File: config.mk
export PLATFORM = sky130hd
export DESIGN_NAME = acfc_core
export DESIGN_NICKNAME = d
export VERILOG_FILES = /design/src/logic/acfc_pkg.sv /design/src/logic/acfc_lock_if.sv /design/src/logic/acfc_lock_track.sv /design/src/logic/acfc_core.sv
export SDC_FILE = /design/constraint.sdc
export NUM_CORES = 1
export LEC_CHECK = 0
export ABC_CLOCK_PERIOD_IN_PS = 1540
export BUFFER_PORTS_ARGS = -buffer_cell sky130_fd_sc_hd__buf_2
export CAP_MARGIN = 20
export CORE_MARGIN = 2
export CORE_UTILIZATION = 30
export DETAILED_ROUTE_END_ITERATION = 12
export PLACE_DENSITY_LB_ADDON = 0.15
export SLEW_MARGIN = 15
export SYNTH_ARGS = -nofsm -noshare
export SYNTH_HDL_FRONTEND = slang
export SYNTH_SLANG_ARGS = --single-unit
File: constraint.sdc
create_clock -name core_clk_in -period 1.54 [get_ports core_clk_in]
set_input_delay 0.231 -clock core_clk_in [delete_from_list [all_inputs] [get_ports core_clk_in]]
set_output_delay 0.231 -clock core_clk_in [all_outputs]
set_load 0.02 [all_outputs]
File: src/logic/acfc_pkg.sv
// Constants and types for the converter clock and format control block.
// Assumes one 200 MHz core clock; all pins arrive synchronous to it.
package acfc_pkg;

    // ****************************************************************
    // Widths
    // ****************************************************************
    localparam int DATA_W = 14;
    localparam int ADDR_W = 8;
    localparam int CNT_W  = 16;

    // ****************************************************************
    // Register map
    // ****************************************************************
    localparam logic [ADDR_W-1:0] OFF_CTRL     = 8'h00;
    localparam logic [ADDR_W-1:0] OFF_STATUS   = 8'h04;
    localparam logic [ADDR_W-1:0] OFF_SAMPLE_A = 8'h08;
    localparam logic [ADDR_W-1:0] OFF_SAMPLE_B = 8'h0C;
    localparam logic [ADDR_W-1:0] OFF_COUNT    = 8'h10;

    localparam int CTRL_TWOS_BIT  = 0;
    localparam int CTRL_DCS_BIT   = 1;
    localparam int STAT_LOCK_BIT  = 0;
    localparam int STAT_TWOS_BIT  = 1;
    localparam int STAT_DCS_BIT   = 2;
    localparam int STAT_SPI_BIT   = 3;

    localparam logic CTRL_TWOS_RST = 1'h0;
    localparam logic CTRL_DCS_RST  = 1'h0;

    // ****************************************************************
    // Strap levels, coded by the pin's analog level
    // ****************************************************************
    typedef enum logic [1:0] {
        STRAP_AGND       = 2'b00,
        STRAP_THIRD      = 2'b01,
        STRAP_TWO_THIRDS = 2'b10,
        STRAP_VA         = 2'b11
    } acfc_strap_type;

    // ****************************************************************
    // Timing
    // ****************************************************************
    localparam int CLK_PERIOD_PS = 5000;
    localparam int LOCK_TIME_NS  = 4000;
    localparam int LOCK_CYC      =
        (LOCK_TIME_NS * 1000 + CLK_PERIOD_PS - 1) / CLK_PERIOD_PS;
    localparam int LOCK_W        = $clog2(LOCK_CYC + 1);

endpackage

File: src/logic/acfc_lock_if.sv
// Carrier between the control core and its timing loop lock tracker.
// Assumes both ends run on the same core clock.
`timescale 1ns/1ps
interface acfc_lock_if;
    logic relock;
    logic locked;
    logic busy;

    modport tracker (input relock, output locked, output busy);
    modport user    (output relock, input locked, input busy);
endinterface

File: src/logic/acfc_lock_track.sv
// Lock tracker for the internal timing loop.
// Assumes the relock pin is synchronous and driven low in normal use.
`timescale 1ns/1ps
module acfc_lock_track
    import acfc_pkg::*;
(
    input  wire logic   core_clk_in,
    input  wire logic   resetn_in,
    acfc_lock_if.tracker lk
);

    // ****************************************************************
    // State
    // ****************************************************************
    typedef struct packed {
        logic              relock_prev;
        logic              locked;
        logic [LOCK_W-1:0] cnt;
    } acfc_lock_state_type;

    acfc_lock_state_type st_r;
    acfc_lock_state_type st_nxt;

    always_comb begin
        st_nxt             = st_r;
        st_nxt.relock_prev = lk.relock;
        if (lk.relock && !st_r.relock_prev) begin
            st_nxt.locked = 1'b0;
            st_nxt.cnt    = '0;
        end else if (!st_r.locked) begin
            if (st_r.cnt == LOCK_W'(LOCK_CYC - 1)) begin
                st_nxt.locked = 1'b1;
            end else begin
                st_nxt.cnt = st_r.cnt + 1'b1;
            end
        end
    end

    always_ff @(posedge core_clk_in or negedge resetn_in) begin
        if (!resetn_in) begin
            st_r <= '0;
        end else begin
            st_r <= st_nxt;
        end
    end

    assign lk.locked = st_r.locked;
    assign lk.busy   = !st_r.locked;

    // ****************************************************************
    // Checks
    // ****************************************************************
    a_lock_drop: assert property (
        @(posedge core_clk_in) disable iff (!resetn_in)
        $rose(lk.relock) |=> !lk.locked)
        else $error("lock kept after relock");

    a_lock_regain: assert property (
        @(posedge core_clk_in) disable iff (!resetn_in)
        $rose(lk.locked) |-> $past(st_r.cnt) == LOCK_W'(LOCK_CYC - 1))
        else $error("lock regained at wrong time");

endmodule

File: src/logic/acfc_core.sv
// Clock, relock and output format control of a dual pipelined converter.
// Assumes synchronous pins, an APB master, and one 200 MHz core clock.
`timescale 1ns/1ps
module acfc_core
    import acfc_pkg::*;
(
    input  wire logic              core_clk_in,
    input  wire logic              resetn_in,
    input  wire logic              conv_clk_in,
    input  wire logic [DATA_W-1:0] ain_a_in,
    input  wire logic [DATA_W-1:0] ain_b_in,
    input  wire logic              dll_relock_in,
    input  wire logic [1:0]        format_stabilizer_strap_in,
    input  wire logic              spi_en_in,
    input  wire logic [ADDR_W-1:0] paddr_in,
    input  wire logic              psel_in,
    input  wire logic              penable_in,
    input  wire logic              pwrite_in,
    input  wire logic [31:0]       pwdata_in,
    output logic      [31:0]       prdata_out,
    output logic                   pready_out,
    output logic                   pslverr_out,
    output logic      [DATA_W-1:0] dout_a_out,
    output logic      [DATA_W-1:0] dout_b_out,
    output logic                   dout_valid_out,
    output logic                   twos_comp_out,
    output logic                   dcs_en_out,
    output logic                   dll_locked_out
);

    // ****************************************************************
    // State
    // ****************************************************************
    typedef struct packed {
        logic              conv_prev;
        logic [DATA_W-1:0] word_a;
        logic [DATA_W-1:0] word_b;
        logic              valid;
        logic              twos;
        logic              dcs;
        logic              ctrl_twos;
        logic              ctrl_dcs;
        logic [31:0]       rdata;
        logic [CNT_W-1:0]  count;
    } acfc_core_state_type;

    acfc_core_state_type st_r;
    acfc_core_state_type st_nxt;

    acfc_lock_if lk ();

    acfc_lock_track u_lock (
        .core_clk_in (core_clk_in),
        .resetn_in   (resetn_in),
        .lk          (lk)
    );

    assign lk.relock = dll_relock_in;

    // ****************************************************************
    // Mode select and register decode
    // ****************************************************************
    acfc_strap_type     strap;
    logic               strap_twos;
    logic               strap_dcs;
    logic               mode_twos;
    logic               mode_dcs;
    logic               conv_rise;
    logic               setup;
    logic               access;
    logic               hit;
    logic [DATA_W-1:0]  msb_mask;

    assign strap     = acfc_strap_type'(format_stabilizer_strap_in);
    assign conv_rise = conv_clk_in && !st_r.conv_prev;
    assign setup     = psel_in && !penable_in;
    assign access    = psel_in && penable_in;
    assign hit       = (paddr_in == OFF_CTRL) || (paddr_in == OFF_STATUS)
                    || (paddr_in == OFF_SAMPLE_A)
                    || (paddr_in == OFF_SAMPLE_B)
                    || (paddr_in == OFF_COUNT);

    always_comb begin
        strap_twos = 1'b0;
        strap_dcs  = 1'b0;
        unique case (strap)
            STRAP_VA: begin
                strap_twos = 1'b1;
                strap_dcs  = 1'b0;
            end
            STRAP_AGND: begin
                strap_twos = 1'b0;
                strap_dcs  = 1'b0;
            end
            STRAP_TWO_THIRDS: begin
                strap_twos = 1'b1;
                strap_dcs  = 1'b1;
            end
            STRAP_THIRD: begin
                strap_twos = 1'b0;
                strap_dcs  = 1'b1;
            end
        endcase
    end

    assign mode_twos = spi_en_in ? st_r.ctrl_twos : strap_twos;
    assign mode_dcs  = spi_en_in ? st_r.ctrl_dcs  : strap_dcs;

    // Top bit flip for two's complement
    assign msb_mask = {mode_twos, {(DATA_W-1){1'b0}}};

    always_comb begin
        st_nxt           = st_r;
        st_nxt.conv_prev = conv_clk_in;
        st_nxt.twos      = mode_twos;
        st_nxt.dcs       = mode_dcs;
        st_nxt.valid     = 1'b0;
        if (conv_rise) begin
            st_nxt.word_a = ain_a_in ^ msb_mask;
            st_nxt.word_b = ain_b_in ^ msb_mask;
            st_nxt.valid  = 1'b1;
            st_nxt.count  = st_r.count + 1'b1;
        end
        // Read data latched in setup, stable through access
        if (setup && !pwrite_in) begin
            st_nxt.rdata = '0;
            unique case (paddr_in)
                OFF_CTRL: begin
                    st_nxt.rdata[CTRL_TWOS_BIT] = st_r.ctrl_twos;
                    st_nxt.rdata[CTRL_DCS_BIT]  = st_r.ctrl_dcs;
                end
                OFF_STATUS: begin
                    st_nxt.rdata[STAT_LOCK_BIT] = !lk.busy;
                    st_nxt.rdata[STAT_TWOS_BIT] = st_r.twos;
                    st_nxt.rdata[STAT_DCS_BIT]  = st_r.dcs;
                    st_nxt.rdata[STAT_SPI_BIT]  = spi_en_in;
                end
                OFF_SAMPLE_A: st_nxt.rdata[DATA_W-1:0] = st_r.word_a;
                OFF_SAMPLE_B: st_nxt.rdata[DATA_W-1:0] = st_r.word_b;
                OFF_COUNT:    st_nxt.rdata[CNT_W-1:0]  = st_r.count;
                default:      st_nxt.rdata = '0;
            endcase
        end
        if (access && pwrite_in && (paddr_in == OFF_CTRL)) begin
            st_nxt.ctrl_twos = pwdata_in[CTRL_TWOS_BIT];
            st_nxt.ctrl_dcs  = pwdata_in[CTRL_DCS_BIT];
        end
    end

    always_ff @(posedge core_clk_in or negedge resetn_in) begin
        if (!resetn_in) begin
            st_r           <= '0;
            st_r.ctrl_twos <= CTRL_TWOS_RST;
            st_r.ctrl_dcs  <= CTRL_DCS_RST;
        end else begin
            st_r <= st_nxt;
        end
    end

    // ****************************************************************
    // Outputs
    // ****************************************************************
    assign prdata_out     = st_r.rdata;
    assign pready_out     = 1'b1;
    assign pslverr_out    = access && !hit;
    assign dout_a_out     = st_r.word_a;
    assign dout_b_out     = st_r.word_b;
    assign dout_valid_out = st_r.valid;
    assign twos_comp_out  = st_r.twos;
    assign dcs_en_out     = st_r.dcs;
    assign dll_locked_out = lk.locked;

    // ****************************************************************
    // Checks
    // ****************************************************************
    a_sample_strobe: assert property (
        @(posedge core_clk_in) disable iff (!resetn_in)
        resetn_in && $rose(conv_clk_in)
        |=> dout_valid_out ##1 !dout_valid_out)
        else $error("sample not captured on conversion edge");

    a_sample_word: assert property (
        @(posedge core_clk_in) disable iff (!resetn_in)
        dout_valid_out |-> dout_b_out ==
            ($past(ain_b_in) ^ {twos_comp_out, {(DATA_W-1){1'b0}}}))
        else $error("output word format wrong");

    a_strap_supply: assert property (
        @(posedge core_clk_in) disable iff (!resetn_in)
        (!spi_en_in && format_stabilizer_strap_in == STRAP_VA)
        |=> twos_comp_out && !dcs_en_out)
        else $error("supply strap decoded wrong");

    a_strap_ground: assert property (
        @(posedge core_clk_in) disable iff (!resetn_in)
        (!spi_en_in && format_stabilizer_strap_in == STRAP_AGND)
        |=> !twos_comp_out && !dcs_en_out)
        else $error("ground strap decoded wrong");

    a_strap_two_thirds: assert property (
        @(posedge core_clk_in) disable iff (!resetn_in)
        (!spi_en_in && format_stabilizer_strap_in == STRAP_TWO_THIRDS)
        |=> twos_comp_out && dcs_en_out)
        else $error("two thirds strap decoded wrong");

    a_strap_third: assert property (
        @(posedge core_clk_in) disable iff (!resetn_in)
        (!spi_en_in && format_stabilizer_strap_in == STRAP_THIRD)
        |=> !twos_comp_out && dcs_en_out)
        else $error("one third strap decoded wrong");

    a_spi_override: assert property (
        @(posedge core_clk_in) disable iff (!resetn_in)
        spi_en_in |=> twos_comp_out == $past(st_r.ctrl_twos)
                   && dcs_en_out == $past(st_r.ctrl_dcs))
        else $error("strap not ignored under serial control");

    a_relock_unlock: assert property (
        @(posedge core_clk_in) disable iff (!resetn_in)
        $rose(dll_relock_in) |=> !dll_locked_out [*8])
        else $error("locked too soon after relock");

endmodule

==> metrics.txt <==
Compound-Gate Fraction of Synth Area 7.36%; Fin Hold WS 20.5 ps; layout cell share with drive strength beyond 1 roughly a third; CTS H-Tree Depth 3; Pleak ~2.5 nW; Setup Skew 4.71 ps; final setup fails 0; CTS buffer count 9; worst-case clock buffer depth 2; leading area contributor after synthesis dfrtp_1; CORE AREA 13,200 um2; GRT overflow 0; post-synth cell types 42; Vias roughly 3.1k; RD Place Congestion 0.800; synth top area cells dfrtp_1 (48%), buf_4 (11%), nand2_1 (9.9%); Ports between 100 and 150; Clock Sinks between 70 and 80; Die Ht between 100 and 150 um; Required @ worst endpoint about 1800 ps; post-route ant nets 0; most frequent cells in the layout nand2_1 (108), buf_2 (95), dfrtp_1 (78); largest net degree at the start of global routing 36; fill count ~1.4k; die area roughly 15,000 um2; Max IR drop VDD between 0.0004 and 0.0005 V; Yosys top cell area share 47.9%; post-DP HPWL 7.37 mm; Tmin final between 1000 and 1500 ps; row cnt between 40 and 50; global-route usage over all layers approximately 14%; register bit total from synthesis just under 80; final-report max-slew violation count 0; Die Width around 120 um; Worst Reg-to-Reg Cells 6; RSZ-0062 raised after global routing yes; EDFF count, synth 0; TritonCTS clock tree yes; Buffers on Ports 96; Top FF cell, synth dfrtp_1; Final TNS setup 0 ps; proportion of synthesized area in mux cells under 10%; Critical Path Sink Type register; Post-Synth Adder-Cell Area under 10%; Post-Synth XOR/XNOR Area 4.94%; Syn Inst Count 429; initial cell density of the core between 30 and 40%; startpoint types register; DR WL/cell about 14 um; Detailed Route WL about 9.8 mm; max cap viols 0; final hold violation count 0; commonest non-fill, non-tap cell in the layout nand2_1; # diodes 0; 1st-iter DRT viols around 120; drt drc 0; Area Growth Syn to Fin 22.7%; Simple-Gate Fraction of Synth Area 19.6%; wire length of the first global-routing pass 15.4 mm; critical path type reg2reg; Clock Latency Late Sink between 300 and 400 ps; Arr. time, crit path 1720 ps; Final Cycle Share between 90% and 100%; Reg clk slew, reported paths 60 ps; DR pass1 iterations 4; Fmax ~670 MHz; share of the yosys chip area belonging to registers between 40% and 50%; Syn Std Cell Area between 4000 and 5000 um2; clock root buffer clkbuf_16; main combinational cell family by area after synthesis simple AND/OR/NAND/NOR gates; Layout Nets 591; worst min-delay path class in2reg; hold depth 1; Yosys Warn Count 0; pwr dens between 1000 and 1500 nW/um2; syn_area_per_cell about 9.5 um2; PnR worst setup slack about 45 ps; crit path max fanout 4; ys async rst share between 90% and 100%; status completed; Via density 4.49; Placement Setup Slack -189 ps; vias in the first global route approximately 3k; initial antenna violation count 0
## repair_timing
| item | 4_1_cts | 5_1_grt |
|---|---|---|
| resized for setup | 9 | 5 |
| endpoints found under the hold margin | 27 | 0 |
| hold buffers | 1 | 0 |
| endpoints found under the setup margin | 4 | 3 |
| setup buffers | 0 | 1 |
| pin swaps | 1 | 3 |
## cells in the mapped netlist, drive strengths merged (2+ instances only)
master,instances
nand3,12
nor4b,2
conb,2
nor3,4
mux2i,3
nand2,108
or3,3
and3,3
nor2,14
and2,2
or2,2
dfrtp,78
buf,67
nand2b,3
ha,4
and4,4
a2111oi,2
a31oi,5
o21ai,16
mux2,17
o31ai,2
xnor2,17
nor2b,4
a21oi,3
clkbuf,12
inv,4
a22oi,12
nand4,8
a2bb2oi,4
xor2,6
## registers in the layout, indices dropped and copies added (netlist names), 11 cells and up
signal	count
prdata_out	16
dout_b_out	14
st_r	19
u_lock.st_r	11
dout_a_out	14
## layout make-up
class | instances | area (um2) | area share, %
sequential | 78 | 1950 | 39.0
multi-input combinational | 283 | 1720 | 34.3
timing repair buffer | 133 | 788 | 15.8
clock buffer | 12 | 256 | 5.13
tap | 176 | 220 | 4.40
clock inverter | 4 | 53.8 | 1.08
inverter | 4 | 15.0 | 0.300
## per-layer routing
layer | routed length (um) | global-route usage [%] | vias up
li1 | - | - | 1527
met1 | 4680 | 18.8 | 1465
met2 | 4430 | 20.5 | 85
met3 | 459 | 2.50 | 18
met4 | 247 | 7.41 | 0
met5 | 0 | 0 | -
## kinds of logic after synthesis
| group | Yosys count |
|---|---|
| fa+ha+maj | 4 |
| simple gates | 173 |
| flops | 78 |
| xor+xnor | 23 |
| compound gates | 46 |
| buf+inv | 83 |
| other cells | 2 |
| mux | 20 |
## worst max-delay path, stage by stage (launching register included)
cell	delay, ps
dfrtp_1	420
ha_4	190
and3_1	210
a41oi_2	190
buf_4	150
mux2i_1	180
nor2_1	50
## report_power, final
group | switching, mW | internal (mW)
combinational | 0.587 | 0.436
clock | 0.849 | 1.35
sequential | 0.209 | 2.27
total | 1.64 | 4.05
## metrics by stage
step / cells / utilization (%) / power [mW] / instance area, um2
floorplan: 444 / - / 3.21 / 4140
global placement: 672 / 34.7 / 3.50 / 4590
detailed placement: 672 / 34.7 / 3.52 / 4590
CTS: 689 / 37.4 / 5.77 / 4950
global route: 690 / 37.8 / 5.99 / 5000
finish: 690 / 37.8 / 5.70 / 5000
## worst paths after layout
kind	startpoint	endpoint	slack (ps)
setup / recovery	u_lock.st_r[0]$_DFFE_PN0P_	u_lock.st_r[1]$_DFFE_PN0P_	50
hold / removal	conv_clk_in	st_r[81]$_DFF_PN0_	20
setup reg to reg	u_lock.st_r[0]$_DFFE_PN0P_	u_lock.st_r[1]$_DFFE_PN0P_	50
hold reg to reg	st_r[15]$_DFFE_PN0P_	st_r[15]$_DFFE_PN0P_	470
max in group asynchronous	resetn_in	u_lock.st_r[4]$_DFFE_PN0P_	630
min in group asynchronous	resetn_in	dout_b_out[1]$_DFFE_PN0P_	360
No activity file was read; power rests on OpenSTA's default activity.
